--- config.mk ---
export PLATFORM = sky130hd
export DESIGN_NAME = mbc_mode_entry
export DESIGN_NICKNAME = d
export VERILOG_FILES = /design/src/rtl/mbc_mode_entry.v
export VERILOG_INCLUDE_DIRS = /design/src /design/src/rtl
export SDC_FILE = /design/constraint.sdc
export NUM_CORES = 1
export LEC_CHECK = 0
export ABC_AREA = 1
export BUFFER_PORTS_ARGS = -buffer_cell sky130_fd_sc_hd__buf_2
export CAP_MARGIN = 20
export CORE_ASPECT_RATIO = 1.1
export CORE_MARGIN = 10
export CORE_UTILIZATION = 45
export DETAILED_ROUTE_END_ITERATION = 16
export GPL_TIMING_DRIVEN = 0
export PLACE_DENSITY = 0.77
export SLEW_MARGIN = 30
export SYNTH_ARGS = -nofsm -noshare
export SYNTH_HDL_FRONTEND = slang
export SYNTH_SLANG_ARGS = --single-unit
--- constraint.sdc ---
create_clock -name SYS_CLK -period 3.71 [get_ports SYS_CLK]
set_input_delay 0.371 -clock SYS_CLK [delete_from_list [all_inputs] [get_ports SYS_CLK]]
set_output_delay 0.371 -clock SYS_CLK [all_outputs]
set_load 0.03 [all_outputs]
--- src/rtl/mbc_defines.vh ---
// register offsets, field positions, mode codes and key values of the mode-entry block
// assumes inclusion by bare name from the design file
`ifndef MBC_DEFINES_VH
`define MBC_DEFINES_VH
// ----------------------------------------------------------------
// register byte offsets
// ----------------------------------------------------------------
`define MBC_OFS_STATUS 8'h00
`define MBC_OFS_TRANS 8'h04
`define MBC_OFS_ALLOW 8'h08
`define MBC_OFS_INVAL 8'h0C
`define MBC_OFS_CTL_BASE 8'h10
`define MBC_OFS_VEC_BASE 8'h30
`define MBC_OFS_IDX_LSB 2
`define MBC_OFS_IDX_MSB 4
`define MBC_BANK_MSB 7
`define MBC_BANK_LSB 4
`define MBC_BANK_CTL 4'h1
`define MBC_BANK_VEC 4'h3
// ----------------------------------------------------------------
// chip mode codes
// ----------------------------------------------------------------
`define MBC_MODE_RESET 4'h0
`define MBC_MODE_TEST 4'h1
`define MBC_MODE_SAFE 4'h2
`define MBC_MODE_DEFAULT_RUN_MODE 4'h3
`define MBC_MODE_RUN0 4'h4
`define MBC_MODE_RUN3 4'h7
`define MBC_MODE_HALT 4'h8
`define MBC_MODE_STOP 4'hA
`define MBC_MODE_SLEEP 4'hD
// ----------------------------------------------------------------
// fields and reset values
// ----------------------------------------------------------------
`define MBC_KEY 16'h5AF0
`define MBC_KEY_INV 16'hA50F
`define MBC_TRANS_MODE_MSB 31
`define MBC_TRANS_MODE_LSB 28
`define MBC_KEY_MSB 15
`define MBC_KEY_LSB 0
`define MBC_ALLOW_MSB 15
`define MBC_ALLOW_NONE 16'h0000
`define MBC_INVAL_BIT 0
`define MBC_VEC_RST 32'h00000000
`define MBC_VEC_MSB 29
`define MBC_RMC_BIT 31
`define MBC_ST_PEND_BIT 27
`define MBC_ST_MODE_MSB 31
`define MBC_ST_MODE_LSB 28
`define MBC_ALLOW_RST 16'hFFFF
`define MBC_CTL_BOOT_RST 16'h00FE
`define MBC_CTL_RST 16'h0000
`define MBC_ALLOW_RESERVED 16'h0001
`define MBC_TRANS_CYC 4'h4
`endif

--- src/rtl/mbc_mode_entry.v ---
// mode-entry block: per-core run control, boot vectors, keyed mode transitions
// assumes a single 40 MHz clock and a synchronous register port from the boot cpu
`timescale 1ns/100ps
`include "mbc_defines.vh"
module mbc_mode_entry (
  SYS_CLK,
  SYS_RST,
  REG_ADDR,
  REG_WDATA,
  REG_WR,
  REG_RD,
  REG_RDATA,
  FW_BOOT,
  FW_DONE,
  FW_CORE_MASK,
  CORE_CLK_EN,
  CORE_RST,
  CORE_VEC0,
  CORE_VEC1,
  CORE_VEC2,
  CORE_VEC3
);
  input wire SYS_CLK;
  input wire SYS_RST;
  input wire [7:0] REG_ADDR;
  input wire [31:0] REG_WDATA;
  input wire REG_WR;
  input wire REG_RD;
  output reg [31:0] REG_RDATA;
  input wire FW_BOOT;
  input wire FW_DONE;
  input wire [3:0] FW_CORE_MASK;
  output wire [3:0] CORE_CLK_EN;
  output reg [3:0] CORE_RST;
  output wire [29:0] CORE_VEC0;
  output wire [29:0] CORE_VEC1;
  output wire [29:0] CORE_VEC2;
  output wire [29:0] CORE_VEC3;

  localparam ST_IDLE = 2'b00;
  localparam ST_ARMED = 2'b01;
  localparam ST_TRANS = 2'b10;

  // ----------------------------------------------------------------
  // state
  // ----------------------------------------------------------------
  reg [1:0] st_r;
  reg [3:0] mode_r;
  reg [3:0] target_r;
  reg [3:0] arm_mode_r;
  reg [3:0] cnt_r;
  reg [15:0] allow_r;
  reg inval_r;
  reg released_r;
  reg mode_chg_r;
  reg [15:0] ctl_r [0:3];
  reg [31:0] vec_r [0:3];

  // ----------------------------------------------------------------
  // register address decode
  // ----------------------------------------------------------------
  wire sel_status;
  wire sel_trans;
  wire sel_allow;
  wire sel_inval;
  wire in_ctl;
  wire in_vec;
  wire [1:0] idx;
  // fixed registers match the whole byte address
  assign sel_status = (REG_ADDR == `MBC_OFS_STATUS);
  assign sel_trans = (REG_ADDR == `MBC_OFS_TRANS);
  assign sel_allow = (REG_ADDR == `MBC_OFS_ALLOW);
  assign sel_inval = (REG_ADDR == `MBC_OFS_INVAL);
  // per-core banks match the upper nibble, the word index picks the core
  assign in_ctl = (REG_ADDR[`MBC_BANK_MSB:`MBC_BANK_LSB] == `MBC_BANK_CTL);
  assign in_vec = (REG_ADDR[`MBC_BANK_MSB:`MBC_BANK_LSB] == `MBC_BANK_VEC);
  assign idx = REG_ADDR[`MBC_OFS_IDX_MSB-1:`MBC_OFS_IDX_LSB];

  // ----------------------------------------------------------------
  // write decode and request fields
  // ----------------------------------------------------------------
  wire wr_trans;
  wire wr_allow;
  wire wr_inval;
  wire [3:0] wr_mode;
  wire [15:0] wr_key;
  wire key_fwd;
  wire key_inv;
  wire allow_bad;
  // write strobe qualified by the selected register
  assign wr_trans = REG_WR && sel_trans;
  assign wr_allow = REG_WR && sel_allow;
  assign wr_inval = REG_WR && sel_inval;
  // mode and key fields of a transition write
  assign wr_mode = REG_WDATA[`MBC_TRANS_MODE_MSB:`MBC_TRANS_MODE_LSB];
  assign wr_key = REG_WDATA[`MBC_KEY_MSB:`MBC_KEY_LSB];
  assign key_fwd = wr_trans && (wr_key == `MBC_KEY);
  assign key_inv = wr_trans && (wr_key == `MBC_KEY_INV);
  // a mask that drops the current mode or allows the reset mode is refused
  assign allow_bad = !REG_WDATA[mode_r] ||
    ((REG_WDATA[`MBC_ALLOW_MSB:`MBC_KEY_LSB] & `MBC_ALLOW_RESERVED) != `MBC_ALLOW_NONE);

  // ----------------------------------------------------------------
  // mode classes
  // ----------------------------------------------------------------
  wire low_power;
  wire target_ok;
  wire done;
  wire pending;
  // halt, stop, sleep and reset modes freeze every core whatever its run control says
  assign low_power = (mode_r == `MBC_MODE_HALT) || (mode_r == `MBC_MODE_STOP) ||
    (mode_r == `MBC_MODE_SLEEP) || (mode_r == `MBC_MODE_RESET);
  // target must be allowed in the mask and must not be the reset mode
  assign target_ok = allow_r[wr_mode] && (wr_mode != `MBC_MODE_RESET);
  // last cycle of the fixed-length transition
  assign done = (st_r == ST_TRANS) && (cnt_r == `MBC_TRANS_CYC);
  // status flag while the transition runs
  assign pending = (st_r == ST_TRANS);

  // ----------------------------------------------------------------
  // keyed transition sequencer
  // ----------------------------------------------------------------
  always @(posedge SYS_CLK) begin
    if (SYS_RST) begin
      st_r <= ST_IDLE;
      mode_r <= `MBC_MODE_DEFAULT_RUN_MODE;
      target_r <= `MBC_MODE_DEFAULT_RUN_MODE;
      arm_mode_r <= `MBC_MODE_RESET;
      cnt_r <= 4'h0;
    end else begin
      case (st_r)
        ST_IDLE: begin
          // a key write arms the sequencer with its mode
          if (key_fwd) begin
            st_r <= ST_ARMED;
            arm_mode_r <= wr_mode;
          end
        end
        ST_ARMED: begin
          if (wr_trans) begin
            // same mode as current is fine, only the mask and the reset-mode rule are checked
            if (key_inv && wr_mode == arm_mode_r && target_ok) begin
              st_r <= ST_TRANS;
              target_r <= wr_mode;
              cnt_r <= 4'h0;
            end else begin
              st_r <= ST_IDLE;
            end
          end else if (REG_WR) begin
            st_r <= ST_IDLE;
          end
        end
        ST_TRANS: begin
          // count out the fixed transition length
          cnt_r <= cnt_r + 4'h1;
          if (done) begin
            st_r <= ST_IDLE;
            mode_r <= target_r;
          end
        end
        default: st_r <= ST_IDLE;
      endcase
    end
  end

  // ----------------------------------------------------------------
  // mode-change strobe, one cycle after a transition completes
  // ----------------------------------------------------------------
  // cores pulsed into reset at completion are let go on this cycle
  always @(posedge SYS_CLK) begin
    if (SYS_RST) begin
      mode_chg_r <= 1'b0;
    end else begin
      mode_chg_r <= done;
    end
  end

  // ----------------------------------------------------------------
  // mode-allow mask
  // ----------------------------------------------------------------
  // a refused mask leaves the old one in place
  always @(posedge SYS_CLK) begin
    if (SYS_RST) begin
      allow_r <= `MBC_ALLOW_RST;
    end else if (wr_allow && !allow_bad) begin
      allow_r <= REG_WDATA[`MBC_ALLOW_MSB:`MBC_KEY_LSB];
    end
  end

  // ----------------------------------------------------------------
  // invalid-configuration flag
  // ----------------------------------------------------------------
  // a request refused by the mask or the reset-mode rule, or a refused mask, sets the flag, and the set wins over a clear
  always @(posedge SYS_CLK) begin
    if (SYS_RST) begin
      inval_r <= 1'b0;
    end else if ((st_r == ST_ARMED) && key_inv && (wr_mode == arm_mode_r) && !target_ok) begin
      inval_r <= 1'b1;
    end else if (wr_allow && allow_bad) begin
      inval_r <= 1'b1;
    end else if (wr_inval && REG_WDATA[`MBC_INVAL_BIT]) begin
      inval_r <= 1'b0;
    end
  end

  // ----------------------------------------------------------------
  // per-core run control, vectors, resets (index 0..3 maps to slots 0..3)
  // ----------------------------------------------------------------
  // one slice per core: run control, boot vector and reset hold
  genvar g;
  generate
    for (g = 0; g < 4; g = g + 1) begin : core
      always @(posedge SYS_CLK) begin
        if (SYS_RST) begin
          ctl_r[g] <= (g == 0) ? `MBC_CTL_BOOT_RST : `MBC_CTL_RST;
          vec_r[g] <= `MBC_VEC_RST;
          CORE_RST[g] <= 1'b1;
        end else begin
          // run-control word, one bit per chip mode
          if (REG_WR && in_ctl && idx == g) begin
            ctl_r[g] <= REG_WDATA[`MBC_ALLOW_MSB:`MBC_KEY_LSB];
          end
          // boot vector, bit 30 is kept clear
          if (REG_WR && in_vec && idx == g) begin
            vec_r[g] <= {REG_WDATA[`MBC_RMC_BIT], 1'b0, REG_WDATA[`MBC_VEC_MSB:0]};
          end
          // first release after reset, then reset-on-mode-change pulses, which also let go of cores still held since reset
          if (!released_r && !FW_BOOT && g == 0) begin
            CORE_RST[g] <= 1'b0;
          end else if (!released_r && FW_BOOT && FW_DONE && FW_CORE_MASK[g]) begin
            CORE_RST[g] <= 1'b0;
          end else if (done && vec_r[g][`MBC_RMC_BIT] && ctl_r[g][target_r]) begin
            CORE_RST[g] <= 1'b1;
          end else if (mode_chg_r && CORE_RST[g] && vec_r[g][`MBC_RMC_BIT] && ctl_r[g][mode_r]) begin
            CORE_RST[g] <= 1'b0; // released at its new vector
          end
        end
      end
      assign CORE_CLK_EN[g] = ctl_r[g][mode_r] && !low_power;
    end
  endgenerate

  // start addresses seen by the cores, flag bits stripped
  assign CORE_VEC0 = vec_r[0][`MBC_VEC_MSB:0];
  assign CORE_VEC1 = vec_r[1][`MBC_VEC_MSB:0];
  assign CORE_VEC2 = vec_r[2][`MBC_VEC_MSB:0];
  assign CORE_VEC3 = vec_r[3][`MBC_VEC_MSB:0];

  // ----------------------------------------------------------------
  // initial release latch
  // ----------------------------------------------------------------
  // remembers that the reset-exit release has been made
  always @(posedge SYS_CLK) begin
    if (SYS_RST) begin
      released_r <= 1'b0;
    end else if (!FW_BOOT || FW_DONE) begin
      released_r <= 1'b1;
    end
  end

  // ----------------------------------------------------------------
  // read data, one cycle after the strobe
  // ----------------------------------------------------------------
  always @(posedge SYS_CLK) begin
    if (SYS_RST) begin
      REG_RDATA <= 32'h00000000;
    end else if (REG_RD) begin
      // unmapped addresses read as zero
      if (sel_status)
        REG_RDATA <= {mode_r, pending, 27'h0000000};
      else if (sel_trans)
        REG_RDATA <= {target_r, 28'h0000000};
      else if (sel_allow)
        REG_RDATA <= {16'h0000, allow_r};
      else if (sel_inval)
        REG_RDATA <= {31'h00000000, inval_r};
      else if (in_ctl)
        REG_RDATA <= {16'h0000, ctl_r[idx]};
      else if (in_vec)
        REG_RDATA <= vec_r[idx];
      else
        REG_RDATA <= 32'h00000000;
    end else begin
      REG_RDATA <= 32'h00000000;
    end
  end
endmodule

==> impl.org <==
** Timing
- For the final routed database, the setup TNS stands at 0 ns.
- Final setup vio count :: 0
- Setup repair after global routing left no endpoint under its margin.
- At the pin with the least slew margin, the transition time is approximately 1 ns.
- Subtracting the final worst setup slack from the clock period gives about 3.2 ns.
- The final hold violation count came to 0.
- Count of final max-slew check failures :: 0
- In the post-route analysis, the smallest setup slack over all paths is between 0.5 and 0.6 ns.
- For this run, the top clock speed supported by timing is around 0.31 GHz.
- The worst path uses a little under nine tenths of the clock period.
- Fin Clk Skew :: between 0.01 and 0.015 ns
- The worst pin sits at a relative slew slack of approximately 33%.

** Worst setup path
- Reg2Reg Capture Point :: CORE_RST[2]$_SDFFE_PP1P_
- Critical register-to-register path startpoint :: target_r[2]$_SDFFE_PP0P_
- Across all register-to-register paths, the minimum setup slack is ~1.2 ns.
- Worst R2R Path Depth :: 9
- Data on the critical path is required at its endpoint by around 3.3 ns.
- The worst setup path is launched from a flip-flop.
- Data arrival time at the worst-slack endpoint :: 2.83 ns
- Along the worst path, the maximum fanout reaches 10.
- Kind of critical path :: flip-flop to primary output
- STA classifies the critical path endpoint as a primary output.

** Clocking
- Sink count of the clock tree :: approximately 260
- CTS HTree Levels :: 1
- Post_cts resized :: 0
- Max clock buf depth :: 3
- After clock tree synthesis, the setup repair step added 0 buffers.
- After clock tree synthesis, the flow added hold-fix buffers numbering 0.
- CTS clk-pin slew, worst paths :: around 0.070 ns
- At the later pin of the worst-skew pair, clock insertion delay measures roughly 0.57 ns.
- Clock tree root buffer cell :: clkbuf_16
- Buffers inserted during clock tree synthesis total 28.
- CTS tree :: built

** Global routing
- Entering global routing, the biggest net connects 19 pins.
- Antenna violations before repair :: 1
- Total routing usage reported by global routing :: between 20% and 30%
- Global routing finished with a remaining overflow of 0.
- Number of global-route vias before repair :: approximately 12000
- The first global-routing pass estimated roughly 77 mm of wire.

** Floorplanning
- The die covers roughly 0.038 mm2.
- The floorplan step set the die height to roughly 200 um.
- Std-Cell Rows :: 66
- Horizontal die dimension :: 185.9 um
- Core outline area :: ~0.03 mm2
- Effective utilization at floorplan :: roughly 46%
- In this run the count of I/O pins placed on the die edge is 210.

** Synth
- The commonest cells after synthesis are 372 x nand2_1, 221 x nor2_1, 188 x edfxtp_1, 137 x inv_1, 136 x nand3_1.
- In this run the cell area of the synthesized design comes to between 0.01 and 0.015 mm2.
- Among all cell types in the netlist, the one instantiated most often is nand2_1.
- Synth Net Count :: 1658
- Seq cells post-synth :: between 200 and 300
- Ys async rst share :: 0%
- Warnings, synthesis :: 0
- Top cells by area, synth :: edfxtp_1 41%, dfxtp_1 11%, nand2_1 10%, buf_4 6.8%, nor2_1 6.1%
- For this run, the leading register cell type out of synthesis is edfxtp_1.
- In the synthesized netlist, the number of instances is 1606.
- Post-synth top area share :: 41.46%
- Sequential cells were found to cover between 50 and 60% of the synthesized design area.
- Avg Inst Size Synth :: 8.478 um2
- The synthesized design contains 188 enable-type register cells.
- Of all cell types, the one taking the most synthesized area is edfxtp_1.
- Unique cell type count in the Yosys netlist :: 40

** Drt
- For this block, the routed nets add up to 53.51 mm of wire.
- Remaining DRCs :: 0
- Met3 layer wire length in the routed design :: 5.199 mm
- After detailed routing, the average wire length per cell comes to 23.76 um.
- Routed metal-1 wire length :: slightly above 20 mm
- The pre-antenna-repair detailed-routing pass consisted of 5 iterations.
- Starting DRT DRC Count :: approximately 1500
- Using the TritonRoute via totals, the vias-per-cell ratio works out to about 5.6.
- Uppermost routed layer :: met4
- The detail route stage leaves a number of antenna-violating nets equal to 0.
- The final route contains roughly 13000 vias.
- Detailed routing placed a total of ~26 mm of wire on met2.

** Power
- Leakage dissipation :: about 7.3 nW
- Design Power :: 0.007011 W
- Pwr dens :: 430.3 mW/mm2
- Worst ir drop on vdd :: approximately 330 uV

** Place
- In this run the tool buffered the top-level ports with about 210 buffer cells.
- At the placement stage, the worst setup path has a slack of roughly 0.86 ns.
- HPWL after detailed placement :: just over 40 mm
- Routability-driven placement finished with a final weighted congestion of between 1 and 1.5.

** Min path
- Number of cells on the worst hold path :: 3
- The path with the worst hold slack has its endpoint at released_r$_SDFFE_PP0P_.
- The startpoint identified for the worst hold timing path is FW_DONE.
- Worst min-delay path category :: primary input to flip-flop

** Cells and area
- Cells fill between 50% and 60% of the core in the end.
- Number of nets at the end of the flow :: 1907
- The layout has 2734 filler cells.
- Fraction of layout cells with a size suffix above 1 :: a little over a quarter
- The area growth from synthesis to layout is 19.67%.

** Status
- The flow ran to the end, and the final reports show no timing, DRC or antenna violations.

** Flow run
- The tool flagged a number of max-cap violations equal to 0.
[routing by layer]
layer / vias up / track usage, %
met4: 0 / 11.27
met5: - / 0
li1: 5725 / -
met1: 6036 / 33.68
met3: 134 / 5.131
met2: 682 / 46.66
[worst max-delay path: stages, from the launching register on]
cell	delay (ns)
dfxtp_1	0.33
inv_1	0.13
buf_2	0.36
buf_2	0.43
nand3_1	0.16
nand3_1	0.11
nand3_1	0.19
a21oi_1	0.30
buf_2	0.25
[layout make-up]
class | count | area [um2] | area share (%)
flip-flops and latches | 261 | 7107 | 43.62
repair buffers | 219 | 1244 | 7.633
plain buffers | 204 | 1304 | 8.002
diodes | 1 | 2.502 | 0.01536
clock buffers | 32 | 715.7 | 4.393
multi-input cells | 979 | 4657 | 28.58
well taps | 374 | 467.9 | 2.872
inverters | 162 | 608.1 | 3.732
clock inverters | 20 | 187.7 | 1.152
[how the worst max path moves through the flow]
stage,slack (ns),end,startpoint
detailed placement,0.86,vec_r[1][27]$_SDFFCE_PN0P_,SYS_RST
global placement,-2.48,vec_r[0][12]$_SDFFCE_PN0P_,REG_ADDR[7]
finish,0.50,CORE_CLK_EN[1],mode_r[1]$_SDFFE_PP1P_
global route,0.49,CORE_CLK_EN[1],mode_r[1]$_SDFFE_PP1P_
floorplan,-0.11,vec_r[0][0]$_SDFFCE_PN0P_,REG_ADDR[6]
CTS,0.58,CORE_CLK_EN[1],mode_r[1]$_SDFFE_PP1P_
[logic make-up after synthesis]
| kind of cell | share of synthesized area (%) |
|---|---|
| compound gates | 8.831 |
| flops | 52.20 |
| fa+ha+maj | 0.1838 |
| buf+inv | 14.04 |
| xor+xnor | 0.06434 |
| simple gates | 24.68 |
[placed cells by master, fill, tap and decap left out, types with 11 or more instances in the layout]
cell       count
o21ai_0       35
clkinv_1      15
nand2_1      372
nand3_1      136
nor2_1       221
a22oi_1       21
a31oi_1       14
nand4_1       33
clkbuf_16     28
inv_1        137
clkbuf_1      34
edfxtp_1     188
buf_2        255
a21oi_2       11
o2111ai_1     13
inv_2         14
buf_4        124
dfxtp_1       73
o211ai_1      27
a21oi_1       45
[stage by stage]
stage	hold slack, ns	instances	area [um2]
finish	0.03488	2252	16290
global route	0.06770	2251	16290
CTS	0.02873	2251	16290
detailed placement	0.4367	2199	15390
global placement	0.4312	2189	15130
floorplan	0.4136	1606	13620
[power breakdown]
group | internal [W] | switching, W | leakage (nW)
registers | 0.00324 | 0.0000756 | 2.38
logic | 0.000274 | 0.000620 | 4.49
clock network | 0.00154 | 0.00126 | 0.434
[sequential cells by signal, summed over array words and instances (netlist names), 2 cells and up]
signal	count
CORE_RST	4
REG_RDATA	32
allow_r	16
arm_mode_r	4
cnt_r	4
ctl_r	64
mode_r	4
st_r	2
target_r	4
vec_r	124
(Power assumes the default switching activity.)
